<file path="src/logic/fie_params.svh">
/*
 constants for the filtered input edge block.
 assumes inclusion by the block and its bench only.
*/
`ifndef FIE_PARAMS_SVH
`define FIE_PARAMS_SVH
`define FIE_CLK_MHZ       50
`define FIE_NCH           4
`define FIE_REC_DIAG4     8'h00
`define FIE_REC_DIAG      8'h01
`define FIE_REC_EVENT     8'h02
`define FIE_REC_EDGE      8'h80
`define FIE_DIAG_ON       8'h40
`define FIE_DIAG_LEN      5'h14
`define FIE_DIAG4_LEN     5'h04
`define FIE_EVENT_LEN     5'h04
`define FIE_EDGE_LEN      5'h02
`define FIE_RST_DELAY     8'h02
`define FIE_MODINFO       8'h1f
`define FIE_CHKIND        8'h70
`define FIE_DIAGBITS      8'h00
`define FIE_CHCOUNT       8'h04
`define FIE_D1_CODE       8'h00
`define FIE_D3_CODE       8'h02
`define FIE_D10_CODE      8'h04
`define FIE_D86_CODE      8'h07
`define FIE_D342_CODE     8'h09
`define FIE_D2731_CODE    8'h0c
`define FIE_D1_US         12'd1
`define FIE_D3_US         12'd3
`define FIE_D10_US        12'd10
`define FIE_D86_US        12'd86
`define FIE_D342_US       12'd342
`define FIE_D2731_US      12'd2731
`define FIE_BIT_MODFAIL   0
`define FIE_BIT_EXTERR    2
`define FIE_BIT_CHANNEL_FAULT_FLAGS     3
`define FIE_BIT_OVFL      3
`define FIE_BIT_LOST      6
`define FIE_IDX_ERRA      5'h00
`define FIE_IDX_MODINFO   5'h01
`define FIE_IDX_ERRD      5'h03
`define FIE_IDX_CHKIND    5'h04
`define FIE_IDX_DIAGBITS  5'h05
`define FIE_IDX_CHCOUNT   5'h06
`define FIE_IDX_CHANNEL_FAULT_FLAGS     5'h07
`define FIE_IDX_STAMP     5'h10
`endif

</file>
<file path="src/logic/fie_pkg.sv">
/*
 types for the filtered input edge block.
 assumes nothing of its surroundings.
*/
package fie_pkg;
    typedef logic [7:0]  fie_byte_t;
    typedef logic [11:0] fie_us_t;
    typedef logic [4:0]  fie_idx_t;
endpackage : fie_pkg

</file>
<file path="src/logic/fie_input_irq.sv">
/*
 four channel filtered input with edge events and diagnostics.
 assumes inputChannel comes from pins, all other inputs from logic on
 mclk; record accesses are single cycle strobes from the coupler side.
*/
// Function
// - diag enable byte 00h off, 40h on
// - delay byte picks filter time per channel
// - rising edge enable bits 0 to 3
// - falling edge enable bits per channel
// - edges give process event, losses give diag
// - event delivered as emergency or diag telegram
// - source byte marks channels with edges
// - snapshot byte holds filtered levels at event
// - free running 32 bit microsecond ticker
// - event stamp is ticker low 16 bits
// - incoming and going diag pulses automatically
// - channel events inside diag window dropped
// - fault indicator on during diag window
// - diag record 01h, first four as 00h
// - summary byte module, external, channel error
// - constant descriptor bytes in diag record
// - extended byte overflow bit 3, lost bit 6
// - channel fault bit n on lost edge
`timescale 1ns/10ps
`include "fie_params.svh"
module fie_input_irq #(
    parameter int CYC_PER_US = `FIE_CLK_MHZ
) (
    // clock and reset
    input  wire logic         mclk,
    input  wire logic         resetn,
    input  wire logic         clkEn,
    // pins
    input  wire logic [3:0]   inputChannel,
    // error sources and link type
    input  wire logic         moduleFailure,
    input  wire logic         externalError,
    input  wire logic         linkIsCanopen,
    // record access
    input  wire logic         recWrEn,
    input  wire logic         recRdEn,
    input  wire logic [7:0]   recordSetNumber,
    input  wire logic [4:0]   recByteIdx,
    input  wire logic [7:0]   recWrData,
    output logic [7:0]        recRdData,
    output logic              recRdValid,
    // interrupts and status
    input  wire logic         procIrqAck,
    input  wire logic         diagAck,
    output logic              procIrqEmergency,
    output logic              procIrqDiagTelegram,
    output logic              diagIrqIncoming,
    output logic              diagIrqGoing,
    output logic              moduleFaultIndicator,
    output logic [3:0]        inputState
);

    function automatic fie_pkg::fie_us_t delayUs(input fie_pkg::fie_byte_t code);
        unique case (code)
            `FIE_D1_CODE:    delayUs = `FIE_D1_US;
            `FIE_D3_CODE:    delayUs = `FIE_D3_US;
            `FIE_D10_CODE:   delayUs = `FIE_D10_US;
            `FIE_D86_CODE:   delayUs = `FIE_D86_US;
            `FIE_D342_CODE:  delayUs = `FIE_D342_US;
            `FIE_D2731_CODE: delayUs = `FIE_D2731_US;
            // illegal codes fall back to the reset filter time
            default:         delayUs = `FIE_D3_US;
        endcase
    endfunction : delayUs

    logic [3:0]          sync1_q, sync2_q, sync3_q, rawLvl_q;
    logic [3:0]          filt_q;
    fie_pkg::fie_us_t    fcnt_q [4];
    fie_pkg::fie_byte_t  delay_q [4];
    fie_pkg::fie_byte_t  diagEn_q, riseEn_q, fallEn_q;
    logic [31:0]         usCount_q, diagStamp_q;
    logic [15:0]         eventStamp_q;
    logic [7:0]          usPre_q;
    logic [3:0]          eventSrc_q, eventSnap_q, channel_fault_flags_q;
    logic                procPend_q, procIrq_q, lost_q, ovfl_q;
    logic                mfi_q, inc_q, going_q, rdValid_q;
    fie_pkg::fie_byte_t  rdData_q;

    // ticker prescale from the system clock
    wire usTick = (usPre_q == 8'(CYC_PER_US - 1));

    always_ff @(posedge mclk) begin
        if (!resetn) begin
            usPre_q   <= 8'h00;
            usCount_q <= 32'h0000_0000;
        end else if (clkEn) begin
            usPre_q <= usTick ? 8'h00 : usPre_q + 8'h01;
            if (usTick) begin
                usCount_q <= usCount_q + 32'h0000_0001;
            end
        end
    end

    // level is taken once stages two and three agree
    always_ff @(posedge mclk) begin
        if (!resetn) begin
            sync1_q  <= 4'h0;
            sync2_q  <= 4'h0;
            sync3_q  <= 4'h0;
            rawLvl_q <= 4'h0;
        end else if (clkEn) begin
            sync1_q  <= inputChannel;
            sync2_q  <= sync1_q;
            sync3_q  <= sync2_q;
            rawLvl_q <= (sync2_q & sync3_q) | (rawLvl_q & (sync2_q ^ sync3_q));
        end
    end

    logic [3:0] filtD;
    logic [3:0] fdone;
    genvar g;
    for (g = 0; g < `FIE_NCH; g++) begin : gFilt
        assign fdone[g] = (fcnt_q[g] >= delayUs(delay_q[g]));
        assign filtD[g] = (rawLvl_q[g] != filt_q[g]) && fdone[g] ? rawLvl_q[g] : filt_q[g];
        // count in whole microseconds; grain is one tick
        always_ff @(posedge mclk) begin
            if (!resetn) begin
                fcnt_q[g] <= 12'h000;
                filt_q[g] <= 1'b0;
            end else if (clkEn) begin
                filt_q[g] <= filtD[g];
                if (rawLvl_q[g] == filt_q[g] || fdone[g]) begin
                    fcnt_q[g] <= 12'h000;
                end else if (usTick) begin
                    fcnt_q[g] <= fcnt_q[g] + 12'h001;
                end
            end
        end
    end

    // edge detection on the filtered level
    wire [3:0] rise   = filtD & ~filt_q & riseEn_q[3:0];
    wire [3:0] fall   = ~filtD & filt_q & fallEn_q[3:0];
    wire [3:0] edges  = rise | fall;
    wire       anyEdg = |edges;
    wire       pendEf = procPend_q & ~procIrqAck;
    wire       take   = anyEdg & ~mfi_q & ~pendEf;
    wire       loseEv = anyEdg & ~mfi_q & pendEf;
    wire       dropEv = anyEdg & mfi_q;
    wire       diagOn = (diagEn_q == `FIE_DIAG_ON);
    wire       cause  = moduleFailure | externalError | (|channel_fault_flags_q) | ovfl_q | lost_q;
    wire       diagAct = diagOn & cause;

    always_ff @(posedge mclk) begin
        if (!resetn) begin
            procPend_q   <= 1'b0;
            procIrq_q    <= 1'b0;
            eventSrc_q   <= 4'h0;
            eventSnap_q  <= 4'h0;
            eventStamp_q <= 16'h0000;
        end else if (clkEn) begin
            procIrq_q  <= take;
            procPend_q <= take | pendEf;
            if (take) begin
                eventSrc_q   <= edges;
                eventSnap_q  <= filtD;
                eventStamp_q <= usCount_q[15:0];
            end
        end
    end

    // set wins over the acknowledge
    always_ff @(posedge mclk) begin
        if (!resetn) begin
            channel_fault_flags_q <= 4'h0;
            lost_q  <= 1'b0;
            ovfl_q  <= 1'b0;
        end else if (clkEn) begin
            channel_fault_flags_q <= (diagAck ? 4'h0 : channel_fault_flags_q) | (loseEv ? edges : 4'h0);
            lost_q  <= (lost_q & ~diagAck) | loseEv;
            ovfl_q  <= (ovfl_q & ~diagAck) | dropEv;
        end
    end

    always_ff @(posedge mclk) begin
        if (!resetn) begin
            mfi_q       <= 1'b0;
            inc_q       <= 1'b0;
            going_q     <= 1'b0;
            diagStamp_q <= 32'h0000_0000;
        end else if (clkEn) begin
            mfi_q   <= diagAct;
            inc_q   <= diagAct & ~mfi_q;
            going_q <= ~diagAct & mfi_q;
            if (diagAct & ~mfi_q) begin
                diagStamp_q <= usCount_q;
            end
        end
    end

    // parameter writes; stop-state discipline is the coupler's job
    wire wrDiag  = recWrEn && recordSetNumber == `FIE_REC_DIAG4 && recByteIdx == 5'h00;
    wire wrDly   = recWrEn && recordSetNumber == `FIE_REC_DIAG && recByteIdx < 5'h04;
    wire wrEdge  = recWrEn && recordSetNumber == `FIE_REC_EDGE;

    always_ff @(posedge mclk) begin
        if (!resetn) begin
            diagEn_q <= 8'h00;
            riseEn_q <= 8'h00;
            fallEn_q <= 8'h00;
            for (int i = 0; i < `FIE_NCH; i++) begin
                delay_q[i] <= `FIE_RST_DELAY;
            end
        end else if (clkEn) begin
            if (wrDiag) begin
                diagEn_q <= recWrData;
            end
            if (wrDly) begin
                delay_q[recByteIdx[1:0]] <= recWrData;
            end
            if (wrEdge && recByteIdx == 5'h00) begin
                riseEn_q <= {4'h0, recWrData[3:0]};
            end
            if (wrEdge && recByteIdx == 5'h01) begin
                fallEn_q <= {4'h0, recWrData[3:0]};
            end
        end
    end

    // diagnostic record bytes
    wire [7:0] errA = {4'h0, |channel_fault_flags_q, externalError, 1'b0, moduleFailure};
    wire [7:0] errD = {1'b0, lost_q, 2'b00, ovfl_q, 3'b000};
    logic [7:0] diagByte;
    always_comb begin
        diagByte = 8'h00;
        unique case (recByteIdx)
            `FIE_IDX_ERRA:     diagByte = errA;
            `FIE_IDX_MODINFO:  diagByte = `FIE_MODINFO;
            `FIE_IDX_ERRD:     diagByte = errD;
            `FIE_IDX_CHKIND:   diagByte = `FIE_CHKIND;
            `FIE_IDX_DIAGBITS: diagByte = `FIE_DIAGBITS;
            `FIE_IDX_CHCOUNT:  diagByte = `FIE_CHCOUNT;
            `FIE_IDX_CHANNEL_FAULT_FLAGS:    diagByte = {4'h0, channel_fault_flags_q};
            `FIE_IDX_STAMP:          diagByte = diagStamp_q[7:0];
            `FIE_IDX_STAMP + 5'h01:  diagByte = diagStamp_q[15:8];
            `FIE_IDX_STAMP + 5'h02:  diagByte = diagStamp_q[23:16];
            `FIE_IDX_STAMP + 5'h03:  diagByte = diagStamp_q[31:24];
            default:           diagByte = 8'h00;
        endcase
    end

    logic [7:0] evByte;
    always_comb begin
        evByte = 8'h00;
        unique case (recByteIdx[1:0])
            2'h0: evByte = {4'h0, eventSrc_q};
            2'h1: evByte = {4'h0, eventSnap_q};
            2'h2: evByte = eventStamp_q[7:0];
            2'h3: evByte = eventStamp_q[15:8];
        endcase
    end

    wire [7:0] rdByte =
        (recordSetNumber == `FIE_REC_DIAG && recByteIdx < `FIE_DIAG_LEN) ? diagByte :
        (recordSetNumber == `FIE_REC_DIAG4 && recByteIdx < `FIE_DIAG4_LEN) ? diagByte :
        (recordSetNumber == `FIE_REC_EVENT && recByteIdx < `FIE_EVENT_LEN) ? evByte :
        (recordSetNumber == `FIE_REC_EDGE && recByteIdx == 5'h00) ? riseEn_q :
        (recordSetNumber == `FIE_REC_EDGE && recByteIdx == 5'h01) ? fallEn_q : 8'h00;

    always_ff @(posedge mclk) begin
        if (!resetn) begin
            rdData_q  <= 8'h00;
            rdValid_q <= 1'b0;
        end else if (clkEn) begin
            rdValid_q <= recRdEn;
            if (recRdEn) begin
                rdData_q <= rdByte;
            end
        end
    end

    // telegram choice is made once per event
    logic emerg_q, dtel_q;
    always_ff @(posedge mclk) begin
        if (!resetn) begin
            emerg_q <= 1'b0;
            dtel_q  <= 1'b0;
        end else if (clkEn) begin
            emerg_q <= take & linkIsCanopen;
            dtel_q  <= take & ~linkIsCanopen;
        end
    end

    assign recRdData            = rdData_q;
    assign recRdValid           = rdValid_q;
    assign procIrqEmergency     = emerg_q;
    assign procIrqDiagTelegram  = dtel_q;
    assign diagIrqIncoming      = inc_q;
    assign diagIrqGoing         = going_q;
    assign moduleFaultIndicator = mfi_q;
    assign inputState           = filt_q;
endmodule : fie_input_irq

</file>
<file path="config.mk">
export PLATFORM = sky130hd
export DESIGN_NAME = fie_input_irq
export DESIGN_NICKNAME = d
export VERILOG_FILES = /design/src/logic/fie_pkg.sv /design/src/logic/fie_input_irq.sv
export VERILOG_INCLUDE_DIRS = /design/src /design/src/logic
export SDC_FILE = /design/constraint.sdc
export NUM_CORES = 1
export LEC_CHECK = 0
export BUFFER_PORTS_ARGS = -buffer_cell sky130_fd_sc_hd__buf_4
export CORE_AREA = 2 2 159 161
export DETAILED_ROUTE_END_ITERATION = 8
export DIE_AREA = 0 0 161 163
export PLACE_DENSITY = 0.69
export SLEW_MARGIN = 20
export SYNTH_ARGS = -nofsm -noshare
export SYNTH_HDL_FRONTEND = slang
export SYNTH_SLANG_ARGS = --single-unit
</file>
<file path="constraint.sdc">
create_clock -name mclk -period 3.6 [get_ports mclk]
set_input_delay 0.54 -clock mclk [delete_from_list [all_inputs] [get_ports mclk]]
set_output_delay 0.54 -clock mclk [all_outputs]
set_load 0.02 [all_outputs]
</file>
-- Yosys cells after proc, flatten, opt, wreduce, memory -nomap -nowiden
Memories as Yosys holds them, arrays and structs flattened.
Cells that the tools add are included.
- register bits: 153
- output and inout port bits: 18
- bits of input ports: 35
- bits in writable memories: 80
- memories kept: 2
- bitwise gates (word level): 45
- $add $sub $neg: 6
- $lt $le $gt $ge: 6
- mux-type cells: 67
- reduce and logical (&&, ||, !) cells: 37
- equality and inequality tests: 41
- memory list (memory ; words ; width ; read ports ; clocked after memory_dff ; write ports ; RTL line ; RTL):
    fcnt_q ; 4 ; 12 ; 4 ; 0 ; 4 ; fie_input_irq.sv:74 ; fie_pkg::fie_us_t fcnt_q [4];
    delay_q ; 4 ; 8 ; 4 ; 0 ; 4 ; fie_input_irq.sv:75 ; fie_pkg::fie_byte_t delay_q [4];
- operator list (kind ; count):
    12-bit case mux with 5 select lines ; 4
    12-bit two-way mux ; 8
    8-bit case mux with 10 select lines ; 1
    8-bit by 3-bit == test with 1-bit output, second input constant ; 8
    8-bit by 4-bit == test with 1-bit output, second input constant ; 8
    12-bit by 1-bit adder with 12-bit output, second input constant ; 4
    12-bit >= comparator ; 4
    1-bit two-way mux ; 43
    8-bit logical NOT ; 5
    8-bit two-way mux ; 5
    32-bit by 1-bit adder with 32-bit output, second input constant ; 1
    8-bit case mux with 4 select lines ; 1
    4-bit bitwise AND ; 6
    5-bit == test, second input constant ; 4
    1-bit logical AND ; 16
    4-bit two-way mux ; 4
    5-bit by 3-bit == test with 1-bit output, second input constant ; 3
    1-bit OR ; 15
    2-bit AND reduction ; 7
    1-bit bitwise AND ; 12
    4-bit OR ; 3
    8-bit by 1-bit adder with 8-bit output, second input constant ; 1
    8-bit by 1-bit == test with 1-bit output, second input constant ; 1
    8-bit by 2-bit == test with 1-bit output, second input constant ; 1
    other kinds (20) ; 37

-- Longest topological paths before layout
An unclocked memory read counts as a cell.
- word-level depth: 15
- mapped depth: 13
- mapped depth without buffers: 12

-- Worst setup path after synthesis
Ideal clock, no wire load.
- path kind: register -> register
- from: mem delay_q[3][5] (netlist name)
- to: mem fcnt_q[3][0] (netlist name) (enable)
- arrival: 3237 ps
- required time: 3215 ps
- setup slack: -22 ps
- cell stages (with the launch flop): 10
- period minus slack after synthesis: 3622 ps
- path through: edfxtp_1 -> nor4_1 -> nor3b_1 -> nand3_1 -> ha_1 -> a211o_1 -> a21o_1 -> or3_1 -> nand2b_1 -> o211ai_1
- RTL lines (what ; RTL line):
    from (decl) ; fie_input_irq.sv:75
    to (decl) ; fie_input_irq.sv:74

==> flow_summary.ini <==
[clock_network]
cts_sinks = 233
max-clock-path-buffers = 3
cts_made_buffers = 26
clk_latency_ps = 530
path_clk_slew_ps = 60
root_buffer = clkbuf_16
ctsHoldBuffers = 0
cts_setup_buffers = 0
cts_max_level = 1
cts_tree = built

[synth]
yosysWarnings = 0
ys.flop_type = dfxtp_1
ys_ff_latch = 233
synth_simple_gate_area_share_pct = 22.9
synth_top_area_cell = dfxtp_1
synth_top_area_share_pct = 25.8
synth.area.mux_share_pct = 5.60
netlist_area_um2 = 11900
avgSynthCellArea_um2 = 9.45
ys_async_sr_fraction_pct = 0
ys_top_cells_by_area = dfxtp_1 26%, edfxtp_1 20%, ha_1 5.8%
yosys.area_share.adder_pct = 5.80
synth_fp_nets = 1344
synth_top_family_by_area = simple AND/OR/NAND/NOR gates
synth-seq-area-share_pct = 46.1
netlist_instances = 1254
post_synth_xor_area_fraction_pct = 5.69
synth_edf_count = 80
synth_compound_area_share_pct = 10.9
synth_cell_type_count = 69

[layout]
fin_nets = 1397
drive_above_1_share_pct = 13.4
utilization_pct = 55.2
diodes = 0
multi_input_area_um2 = 6150
final_cells = 1656
n_fill_cell = 2226
area_growth_pct = 14.9
ff_latch_area_um2 = 5470

[worst_hold_path]
holdPathEnd = procIrqDiagTelegram
hp-class = in2reg
min_from = linkIsCanopen
hold-path-cell-count = 2

[detailed_routing]
route.detailed.drc = 0
drt_iter0_markers = 684
ant_nets = 0
via_count = 9250
totalWireLength_mm = 28.0
viasPerCell = 5.59
wl_per_cell_um = 16.9
first_pass_iters = 4

[grt]
grt_util_met3_pct = 2.85
grt_pass1_wl_mm = 45.0
track_usage_pct = 21.0
grt.met1_usage_pct = 27.1
antenna_found_initial = 0
grt_use_met2_pct = 36.1
overflow = 0
busiest_layer = met2
grt_pass1_vias = 8751
grt_max_degree = 121

[job]
max_cap_violations = 0

[worst_setup_path]
crit_required_ps = 3980
critPathArrivalTime_ps = 3820
rr_worst_depth = 11
critPathMaxFanout = 23
r2r_end = eventSnap_q[3]
r2r_start = delay_q[1][5]
r2r_setup_slack_ps = 160
start_kind = flip-flop
crit_path_end_kind = flip-flop
worstSetupPathType = reg2reg

[timing]
finalSetupViolations = 0
clock_skew_ps = 24.0
grt_setup_unrepaired = false
drv_slew = 0
finalHoldViolations = 0
worst_pin_slew_ps = 770
fmax_mhz = 291
min_period_over_period_pct = 95.5
maxSlewHeadroom_pct = 48.7
finalCriticalPeriod_ps = 3440

[floorplanning]
placementRows = 58
pin_count = 53
die_w_um = 161
start_util_pct = 48.1
die-area_um2 = 26200
core_um2 = 24700
die_height_um = 163

[status]
status = complete, no violations

[placed_design]
gp_routability_congestion = 0.845
dp.cells = 1609
io_buffers = 52
dp.final_hpwl_mm = 19.5

[power_and_ir_drop]
leakage_nw = 5.20
p_per_area_nw_per_um2 = 425
ir_worst_vdd_mv = 0.338
p_total_mw = 5.79
## routing by layer
layer	wire length, µm	share of wire (%)
met1	12200	44
met2	13600	49
met3	1120	4.0
met4	1000	3.6
met5	0	0
## worst max-delay path by stage
stage	cells past startpoint	endpoint	slack [ps]	from
2_1_floorplan	9	fcnt_q[3][0]	30	delay_q[3][5]
3_3_place_gp	12	eventStamp_q[6]	20	delay_q[1][5]
3_5_place_dp	12	eventStamp_q[2]	-100	delay_q[1][5]
4_1_cts	13	eventSnap_q[3]	8	delay_q[0][5]
5_1_grt	11	eventSnap_q[3]	10	delay_q[1][5]
6_report	11	eventSnap_q[3]	160	delay_q[1][5]
## Yosys cell counts (25+ instances only)
| cell | n |
|---|---|
| a21oi_1 | 95 |
| xnor2_1 | 25 |
| dfxtp_1 | 153 |
| o21ai_0 | 44 |
| edfxtp_1 | 80 |
| nand2_1 | 141 |
| xor2_1 | 52 |
| mux2i_1 | 36 |
| nor2_1 | 152 |
| ha_1 | 55 |
| nand3_1 | 68 |
| and2_1 | 29 |
| clkbuf_1 | 35 |
## stage by stage
step | instance area, µm² | hold WS (ps) | TNS [ps] | worst slack [ps]
final | 13600 | 244 | 0 | 161
after global routing | 13600 | 235 | 0 | 14.3
after CTS | 13500 | 229 | 0 | 7.56
after detailed placement | 12700 | 445 | -1580 | -101
after global placement | 12700 | 441 | 0 | 15.3
after floorplan | 11900 | 433 | 0 | 31.8
## critical path, cell delays in order (launching register included)
cell and delay, ps:
edfxtp_1 370, or4_4 560, or3b_4 420, ha_1 300, a211oi_1 220, o21ai_1 110, a211oi_2 250, o22ai_2 120
o41a_2 510, buf_12 170, a21oi_1 160, a211oi_1 80
## placed cells by master, fill, tap and decap left out, types with 9 or more instances in the layout
master     instances
and2_1            29
nor2_1           152
buf_4             78
clkbuf_16         27
and3_1            24
clkbuf_1           9
mux2i_1           36
edfxtp_1          80
ha_1              55
nor3_1            18
xor2_1            52
nand3_1           65
nor2b_1           12
mux4_2            10
nand2_1          141
o21ai_0           44
dfxtp_1          153
or3_1             10
a21oi_1           94
nand3b_1           9
inv_1             18
nand2b_1          12
xnor2_1           25
nand4_1           20
## kinds of logic (layout without fill, tap and decap cells)
group                      after synthesis  after routing
AOI/OAI and AO/OA                      210            210
muxes                                   53             53
and+or+nand+nor                        549            549
xor gates and xnor gates                77             77
buffers and inverters                   77            149
adders and majority gates               55             55
DFF                                    233            233
## flip-flops by register name, indices dropped and copies added (netlist names), 4 cells and up
name and count:
channel_fault_flags_q 4, delay_q 32, diagEn_q 8, diagStamp_q 32, eventSnap_q 4, eventSrc_q 4, eventStamp_q 16, fallEn_q 4
fcnt_q 48, inputState 4, rawLvl_q 4, recRdData 8, riseEn_q 4, sync1_q 4, sync2_q 4, sync3_q 4
usCount_q 32, usPre_q 8
## repair_timing
action | in CTS | in global routing
gates cloned | 0 | 0
endpoints found under the setup margin | 26 | 115
resized for setup | 2 | 21
pin swaps | 1 | 6
## report_power, final
| group | total (mW) | switching (mW) | internal, mW |
|---|---|---|---|
| registers | 2.85 | 0.0707 | 2.78 |
| logic | 0.381 | 0.222 | 0.159 |
| clock network | 2.55 | 1.04 | 1.51 |
## final cells by class
type | count | share of cell area (%)
Multi-Input combinational cell | 944 | 45.2
Sequential cell | 233 | 40.1
Clock buffer | 39 | 5.51
Timing Repair Buffer | 83 | 5.03
Tap cell | 330 | 3.03
Clock inverter | 8 | 0.579
Inverter | 19 | 0.542
(Power assumes the default switching activity.)
